**src/ecs_pkg.sv**
```systemverilog
// Shared constants, types and states of the eight-channel BCD converter scanner
package ecs_pkg;

  localparam int unsigned CLK_HZ = 10_000_000;
  localparam int unsigned SCAN_TIME_MS = 320;
  localparam int unsigned SCAN_CYCLES = SCAN_TIME_MS * (CLK_HZ / 1000);
  localparam int unsigned CONV_CLK_HZ = 400_000;

  localparam int CHAN_W = 3;
  localparam int NUM_CHAN = 8;
  localparam logic [CHAN_W-1:0] LAST_CHAN = 3'h7;

  localparam int ADDR_W = 16;
  localparam int DATA_W = 8;
  localparam logic [ADDR_W-1:0] STORE_BASE = 16'h0010;
  localparam logic [ADDR_W-1:0] CHAN_STRIDE = 16'h0004;

  localparam logic [1:0] CYCLES_FIRST_AFTER_SYNC = 2'h2;
  localparam logic [1:0] CYCLES_LATER = 2'h2;

  localparam logic [7:0] PTR_START = 8'h10;
  localparam logic [7:0] PTR_LAST = 8'h80;
  localparam logic [3:0] BCD_MASK = 4'hf;

  localparam logic [3:0] RANGE_MASK = 4'hb;
  localparam logic [3:0] OVER_CODE = 4'h3;
  localparam logic [7:0] OVER_MARK = 8'hf1;
  localparam int HALF_BIT = 3;
  localparam int POL_BIT = 2;

  localparam int FIFO_DEPTH = 16;

  typedef struct packed {
    logic [ADDR_W-1:0] addr;
    logic [DATA_W-1:0] data;
  } ecs_mem_write_s;

  localparam int WR_W = ADDR_W + DATA_W;

  typedef enum logic [2:0] {
    ST_IDLE,
    ST_SYNC,
    ST_WAIT,
    ST_COLLECT,
    ST_FIX,
    ST_NEXT
  } ecs_state_e;

endpackage : ecs_pkg

```
**src/ecs_scanner.sv**
```systemverilog
// Eight-channel BCD converter scanner with its write-back FIFO
`timescale 1ns/10ps

module ecs_fifo #(
  parameter int WIDTH = 24,
  parameter int DEPTH = 16
) (
  // Clock and reset
  input wire logic i_core_clk,
  input wire logic i_rst_n,
  // Fill side
  input wire logic i_in_valid,
  output logic o_in_ready,
  input wire logic [WIDTH-1:0] i_in_data,
  // Drain side
  output logic o_out_valid,
  input wire logic i_out_ready,
  output logic [WIDTH-1:0] o_out_data
);
  localparam int AW = $clog2(DEPTH);

  logic [WIDTH-1:0] mem_reg [DEPTH];
  logic [AW-1:0] wr_ptr_reg;
  logic [AW-1:0] rd_ptr_reg;
  logic [AW:0] count_reg;
  logic push;
  logic pop;

  assign o_in_ready = (count_reg < (AW+1)'(DEPTH));
  assign o_out_valid = (count_reg != '0);
  assign o_out_data = mem_reg[rd_ptr_reg];
  assign push = i_in_valid && o_in_ready;
  assign pop = o_out_valid && i_out_ready;

  always_ff @(posedge i_core_clk)
  begin
    if (push)
    begin
      mem_reg[wr_ptr_reg] <= i_in_data;
    end
  end

  always_ff @(posedge i_core_clk)
  begin
    if (!i_rst_n)
    begin
      wr_ptr_reg <= '0;
      rd_ptr_reg <= '0;
      count_reg <= '0;
    end
    else
    begin
      if (push)
      begin
        wr_ptr_reg <= (wr_ptr_reg == AW'(DEPTH - 1)) ? '0 : wr_ptr_reg + 1'b1;
      end
      if (pop)
      begin
        rd_ptr_reg <= (rd_ptr_reg == AW'(DEPTH - 1)) ? '0 : rd_ptr_reg + 1'b1;
      end
      case ({push, pop})
        2'b10: count_reg <= count_reg + 1'b1;
        2'b01: count_reg <= count_reg - 1'b1;
        default: count_reg <= count_reg;
      endcase
    end
  end

endmodule : ecs_fifo

module ecs_scanner
  import ecs_pkg::*;
#(
  parameter int unsigned SCAN_LIMIT = SCAN_CYCLES
) (
  // Clock and reset
  input wire logic i_core_clk,
  input wire logic i_rst_n,
  // Scan request and status
  input wire logic i_scan_start,
  output logic o_scan_busy,
  output logic o_scan_done,
  output logic o_scan_late,
  output logic [ADDR_W-1:0] o_last_channel_address,
  // Converter and multiplexer pins
  input wire logic [7:0] i_converter_input_port,
  input wire logic i_done_sense_line,
  output logic o_strobe_drive_line,
  output logic [CHAN_W-1:0] o_channel_select,
  // Memory write stream
  output logic o_mem_valid,
  input wire logic i_mem_ready,
  output ecs_mem_write_s o_mem_write
);

  ecs_state_e state_reg;
  logic [7:0] port_meta_reg;
  logic [7:0] port_sync_reg;
  logic eoc_meta_reg;
  logic eoc_sync_reg;
  logic eoc_prev_reg;
  logic eoc_pend_reg;
  logic eoc_rise;
  logic eoc_take;
  logic [1:0] cycles_reg;
  logic [CHAN_W-1:0] chan_reg;
  logic [7:0] ptr_reg;
  logic [ADDR_W-1:0] wr_addr_reg;
  logic [ADDR_W-1:0] top_addr_reg;
  logic [3:0] top_raw_reg;
  logic strobe_reg;
  logic done_reg;
  logic late_reg;
  logic [31:0] scan_cnt_reg;
  logic [ADDR_W-1:0] last_addr_reg;
  ecs_mem_write_s wr_word;
  logic wr_valid;
  logic wr_ready;
  logic digit_hit;
  logic [3:0] digit;
  logic [7:0] recoded;

  // Pins are asynchronous to the core clock; bits of the port may skew by a cycle,
  // the converter's interdigit blanking keeps a selected digit stable long enough.
  always_ff @(posedge i_core_clk)
  begin
    if (!i_rst_n)
    begin
      port_meta_reg <= 8'h00;
      port_sync_reg <= 8'h00;
      eoc_meta_reg <= 1'b0;
      eoc_sync_reg <= 1'b0;
      eoc_prev_reg <= 1'b0;
    end
    else
    begin
      port_meta_reg <= i_converter_input_port;
      port_sync_reg <= port_meta_reg;
      eoc_meta_reg <= i_done_sense_line;
      eoc_sync_reg <= eoc_meta_reg;
      eoc_prev_reg <= eoc_sync_reg;
    end
  end

  // Pulse is 1.25 us, over twelve core cycles, so the edge is never missed
  assign eoc_rise = eoc_sync_reg && !eoc_prev_reg;
  assign eoc_take = (state_reg == ST_SYNC || state_reg == ST_WAIT) && eoc_pend_reg;

  // Sticky event; a new edge in the acknowledge cycle stays pending
  always_ff @(posedge i_core_clk)
  begin
    if (!i_rst_n)
    begin
      eoc_pend_reg <= 1'b0;
    end
    else if (eoc_rise)
    begin
      eoc_pend_reg <= 1'b1;
    end
    else if (eoc_take || state_reg == ST_IDLE)
    begin
      eoc_pend_reg <= 1'b0;
    end
  end

  assign digit = port_sync_reg[3:0] & BCD_MASK;
  assign digit_hit = (port_sync_reg & ptr_reg) != 8'h00;
  assign recoded = {~top_raw_reg[POL_BIT], 6'h00, ~top_raw_reg[HALF_BIT]};

  always_comb
  begin
    wr_valid = 1'b0;
    wr_word.addr = wr_addr_reg;
    wr_word.data = {4'h0, digit};
    if (state_reg == ST_COLLECT)
    begin
      wr_valid = digit_hit;
    end
    else if (state_reg == ST_FIX)
    begin
      wr_valid = 1'b1;
      wr_word.addr = top_addr_reg;
      if ((top_raw_reg & RANGE_MASK) == OVER_CODE)
      begin
        wr_word.data = OVER_MARK;
      end
      else
      begin
        wr_word.data = recoded;
      end
    end
  end

  always_ff @(posedge i_core_clk)
  begin
    if (!i_rst_n)
    begin
      state_reg <= ST_IDLE;
      cycles_reg <= 2'h0;
      chan_reg <= '0;
      ptr_reg <= PTR_START;
      wr_addr_reg <= STORE_BASE;
      top_addr_reg <= STORE_BASE;
      top_raw_reg <= 4'h0;
      strobe_reg <= 1'b0;
      done_reg <= 1'b0;
      last_addr_reg <= STORE_BASE;
    end
    else
    begin
      done_reg <= 1'b0;
      case (state_reg)
        ST_IDLE:
        begin
          if (i_scan_start)
          begin
            state_reg <= ST_SYNC;
          end
        end
        ST_SYNC:
        begin
          // First pulse only aligns the scanner to the converter's cycle
          if (eoc_take)
          begin
            chan_reg <= '0;
            top_addr_reg <= STORE_BASE;
            wr_addr_reg <= STORE_BASE;
            cycles_reg <= CYCLES_FIRST_AFTER_SYNC;
            state_reg <= ST_WAIT;
          end
        end
        ST_WAIT:
        begin
          if (cycles_reg == 2'h1)
          begin
            strobe_reg <= 1'b1;
          end
          if (eoc_take)
          begin
            if (cycles_reg == 2'h1)
            begin
              strobe_reg <= 1'b0;
              ptr_reg <= PTR_START;
              state_reg <= ST_COLLECT;
            end
            else
            begin
              cycles_reg <= cycles_reg - 2'h1;
            end
          end
        end
        ST_COLLECT:
        begin
          if (digit_hit && wr_ready)
          begin
            if (ptr_reg == PTR_START)
            begin
              top_raw_reg <= digit;
            end
            wr_addr_reg <= wr_addr_reg + 16'h0001;
            ptr_reg <= {ptr_reg[6:0], 1'b0};
            if (ptr_reg == PTR_LAST)
            begin
              state_reg <= ST_FIX;
            end
          end
        end
        ST_FIX:
        begin
          if (wr_ready)
          begin
            last_addr_reg <= top_addr_reg;
            state_reg <= ST_NEXT;
          end
        end
        ST_NEXT:
        begin
          if (chan_reg == LAST_CHAN)
          begin
            done_reg <= 1'b1;
            state_reg <= ST_IDLE;
          end
          else
          begin
            chan_reg <= chan_reg + 1'b1;
            top_addr_reg <= top_addr_reg + CHAN_STRIDE;
            cycles_reg <= CYCLES_LATER;
            state_reg <= ST_WAIT;
          end
        end
        default:
        begin
          state_reg <= ST_IDLE;
        end
      endcase
    end
  end

  // Scan duration watch: flags a scan that runs past the expected time
  always_ff @(posedge i_core_clk)
  begin
    if (!i_rst_n)
    begin
      scan_cnt_reg <= 32'h0;
      late_reg <= 1'b0;
    end
    else if (state_reg == ST_IDLE)
    begin
      scan_cnt_reg <= 32'h0;
      if (i_scan_start)
      begin
        late_reg <= 1'b0;
      end
    end
    else
    begin
      if (scan_cnt_reg != 32'hffffffff)
      begin
        scan_cnt_reg <= scan_cnt_reg + 32'h1;
      end
      if (scan_cnt_reg >= SCAN_LIMIT)
      begin
        late_reg <= 1'b1;
      end
    end
  end

  ecs_fifo #(
    .WIDTH(WR_W),
    .DEPTH(FIFO_DEPTH)
  ) u_fifo (
    .i_core_clk(i_core_clk),
    .i_rst_n(i_rst_n),
    .i_in_valid(wr_valid),
    .o_in_ready(wr_ready),
    .i_in_data(wr_word),
    .o_out_valid(o_mem_valid),
    .i_out_ready(i_mem_ready),
    .o_out_data(o_mem_write)
  );

  assign o_scan_busy = (state_reg != ST_IDLE);
  assign o_scan_done = done_reg;
  assign o_scan_late = late_reg;
  assign o_last_channel_address = last_addr_reg;
  assign o_strobe_drive_line = strobe_reg;
  assign o_channel_select = chan_reg;

endmodule : ecs_scanner

```
**config.mk**
```make
export PLATFORM = sky130hd
export DESIGN_NAME = ecs_scanner
export DESIGN_NICKNAME = d
export VERILOG_FILES = /design/src/ecs_pkg.sv /design/src/ecs_scanner.sv
export SDC_FILE = /design/constraint.sdc
export NUM_CORES = 1
export LEC_CHECK = 0
export BUFFER_PORTS_ARGS = -buffer_cell sky130_fd_sc_hd__buf_2
export CORE_MARGIN = 3
export CORE_UTILIZATION = 40
export CTS_CLUSTER_DIAMETER = 50
export DETAILED_ROUTE_END_ITERATION = 16
export GPL_TIMING_DRIVEN = 0
export PLACE_DENSITY = 0.51
export SLEW_MARGIN = 0
export SYNTH_ARGS = -nofsm -noshare
export SYNTH_HDL_FRONTEND = slang
export SYNTH_HIERARCHICAL = 1
export SYNTH_SLANG_ARGS = --single-unit
```
**constraint.sdc**
```tcl
create_clock -name i_core_clk -period 5.65 [get_ports i_core_clk]
set_input_delay 1.4125 -clock i_core_clk [delete_from_list [all_inputs] [get_ports i_core_clk]]
set_output_delay 1.4125 -clock i_core_clk [all_outputs]
set_load 0.01 [all_outputs]
```
==> summary.txt <==
Yosys
  • Post-synth top area share: 0.558
  • Seq/Total Area, Yosys: 0.685
  • EDFF count, synth: 384
  • Post-Synthesis Cells: 1361
  • Mapped Area: 20700 um^2
  • Unique masters post-synth: 67
  • Area contributors post-synth: edfxtp_1, dfxtp_1, mux4_2
  • Asr flop ratio synth: 0
  • Synthesis Warnings: 6
  • Post-synthesis sequential element count: 516
  • Syn Area/Cell: 15.2 um^2
  • Post-synth top area cell: edfxtp_1
  • Main flop type after synthesis: edfxtp_1

Detailed routing
  • DR DRC count: 0
  • Initial DRC Count: 775
  • Via/cell ratio: 5.31
  • Vias: 11800
  • ANT nets after route: 0
  • First-pass DRT Iterations: 5
  • DR WL/cell: 21.4 um
  • Routed WL: 47700 um

Timing
  • Worst Skew: 0.0184 ns
  • Slew HR: 0.102
  • WHS: 0.433 ns
  • RSZ-0062 raised after global routing: false
  • Worst-Margin Slew: 1.34 ns
  • Maximum clock rate: 223 MHz
  • Min Tclk post-route: 4.48 ns
  • Final worst path period share: 0.794
  • Setup TNS: 0 ns
  • Final hold violations: 0
  • Fin. max-slew vios: 0
  • Final setup fails: 0
  • Worst Slack Setup Final: 1.17 ns

Worst setup path
  • Critical path, cell by cell: clkbuf_1 -> buf_2 -> mux4_2 -> a22oi_1 -> nand2_1 -> buf_2
  • Cell mode on critical path: buf_2
  • CP endpoint kind: primary output
  • Worst setup endpoint: o_mem_write[4]
  • Largest fanout on the critical path: 10
  • Delay of the slowest critical-path stage: 0.56 ns
  • Worst Setup Path Type: reg -> out
  • Setup crit start kind: flop
  • R2R cell count: 16
  • Slowest stage cell, crit path: mux4_2
  • Worst path arrival time: 3.07 ns
  • R2r startpoint: state_reg[2]$_SDFFE_PN0P_
  • Worst EP required: 4.24 ns
  • Worst R2R End: u_fifo/count_reg[4]$_SDFFE_PN0P_
  • R2R Setup Slk: 1.39 ns

Global routing
  • Vias in the first global route: 12100
  • GR Overflow Total: 0
  • Largest net degree at the start of global routing: 25
  • Met3 Track Usage GR: 0.0317
  • GR peak layer: met2
  • First-pass GRT wire length: 73700 um
  • Global Route met2 Usage: 0.295
  • M1 GR Usage: 0.251
  • Initial antenna violation count: 1
  • Global-route total usage across every layer: 0.179

Layout
  • Fin nets: 1535
  • Core Util, Final: 0.479
  • Layout cell share with drive strength beyond 1: 0.216
  • Antenna cells: 0
  • Max reg flops: 384
  • Area grow syn2layout: 17.2%

Floorplanning
  • Cell Rows: 82
  • Die Width: 233 um
  • Die ar.: 54500 um^2
  • Boundary Pins: 61
  • Core area: 50600 um^2
  • Die Ht: 233 um
  • Initial Utilization: 0.409

Pwr
  • Sw Ratio: 0.232
  • Tot Pwr: 8.77 mW
  • PD cells: 362 nW/um^2
  • Clock power frac: 0.434
  • Leak pwr: 7.79 nW
  • Sequential share of power: 0.464
  • Internal: 6.73 mW
  • VDD IR-drop max: 0.000209 V
  • Gate power share: 0.102
  • P_sw: 2.04 mW

Place
  • GPL Wtd Cong: 0.787
  • Place WS: 1.46 ns
  • Dpl hpwl: 31500 um
  • IO Port Bufs: 58

Clock network
  • H-tree Lvls: 2
  • Clk sink count: 516
  • Post-CTS Setup Inserts: 0
  • CTS Buf Count: 59
  • Clock Tree Buf Depth: 3
  • Hold_buf cts: 0
  • Clock Tree Root: clkbuf_16
  • Clock slew at reported path FFs: 0.06 ns
  • Post-CTS resize count: 0
  • CTS tree: yes
  • Clock latency at the later pin of the worst-skew pair: 0.62 ns

Run
  • Max_cap viols: 0

Status
  • Status: finished clean

Worst hold path
  • Worst min-delay path class: reg -> reg
[placed cells by master (no fill, tap or decap), types with 5 or more instances in the layout]
cell,n
a21oi_1,34
nand3_1,34
mux4_2,96
clkbuf_16,60
a21boi_0,17
bufinv_16,6
buf_6,24
inv_6,9
o2111ai_1,9
dfxtp_1,132
buf_2,76
mux2i_1,8
ha_1,16
or3_1,18
xor2_1,25
nand2b_1,8
o31ai_1,5
nor3_2,6
nor2_4,11
edfxtp_1,384
or4_1,6
nand2_1,149
and2_1,32
and3_1,12
inv_1,17
nand3b_1,5
clkinv_2,16
nor2b_1,11
a22oi_1,50
clkbuf_1,54
nor2_1,63
o211ai_1,8
o21ai_0,25
clkinv_1,5
nor4_1,10
nand4_1,12
nor3_1,10
a31oi_1,7
xnor2_1,15
[how the worst min path moves through the flow]
stage / startpoint / slack [ns] / end / cells after the start
6_report: eoc_meta_reg$_SDFF_PN0_ / 0.43 / eoc_sync_reg$_SDFF_PN0_ / 1
5_1_grt: port_meta_reg[4]$_SDFF_PN0_ / 0.45 / port_sync_reg[4]$_SDFF_PN0_ / 1
4_1_cts: port_meta_reg[4]$_SDFF_PN0_ / 0.44 / port_sync_reg[4]$_SDFF_PN0_ / 1
3_5_place_dp: port_meta_reg[7]$_SDFF_PN0_ / 0.42 / port_sync_reg[7]$_SDFF_PN0_ / 1
3_3_place_gp: eoc_meta_reg$_SDFF_PN0_ / 0.42 / eoc_sync_reg$_SDFF_PN0_ / 1
2_1_floorplan: eoc_meta_reg$_SDFF_PN0_ / 0.41 / eoc_sync_reg$_SDFF_PN0_ / 1
[logic make-up after synthesis]
| group | after synthesis | share of synthesized area |
|---|---|---|
| flip-flops | 516 | 0.685 |
| AND/OR/NAND/NOR | 409 | 0.0984 |
| AO/OA/AOI/OAI | 184 | 0.0609 |
| multiplexers | 104 | 0.108 |
| buffers and inverters | 91 | 0.0201 |
| XOR/XNOR | 40 | 0.0169 |
| adder cells (fa/ha/maj) | 16 | 0.00968 |
| other | 1 | 0.000181 |
[per-stage QoR]
step,instance area (um^2),instances
global placement,21800,2092
floorplan,20700,1362
global route,24200,2228
detailed placement,22300,2117
finish,24200,2228
CTS,24200,2228
[final cells by class]
| class | count | area [um^2] |
|---|---|---|
| multi-input combinational | 755 | 6210 |
| inverter | 17 | 63.8 |
| sequential | 516 | 14200 |
| tap | 672 | 841 |
| timing repair buffer | 83 | 638 |
| clock inverter | 44 | 425 |
| buffer | 74 | 353 |
| fill | 4332 | 26400 |
| clock buffer | 67 | 1530 |
[metal layers]
metal,vias to the layer above,share of wire
li1,5569,-
met1,5982,0.46
met2,213,0.48
met3,58,0.044
met4,0,0.015
met5,-,0
[power by group through the flow]
stage	combinational, mW	sequential, mW	clock [mW]
floorplan	0.688	4.14	0
global placement	0.919	4.14	0
detailed placement	0.922	4.14	0
CTS	0.922	4.06	3.91
global route	0.976	4.07	4.06
finish	0.897	4.06	3.81
[synth_stat cells, types with 25 or more instances]
library cell	n
mux4_2	96
and2_1	32
nor2_1	74
o21ai_0	28
edfxtp_1	384
a22oi_1	50
clkbuf_1	47
xor2_1	25
nand2_1	149
a21oi_1	34
nand3_1	34
dfxtp_1	132
[critical path: cells and delay by family, from the launching register on]
kind                   cells  cell delay (ns)
AO/OA/AOI/OAI              1             0.34
buffers and inverters      3             1.07
flip-flops                 1             0.32
multiplexers               1             0.56
AND/OR/NAND/NOR            1             0.17
No activity file was read; power rests on OpenSTA's default activity.
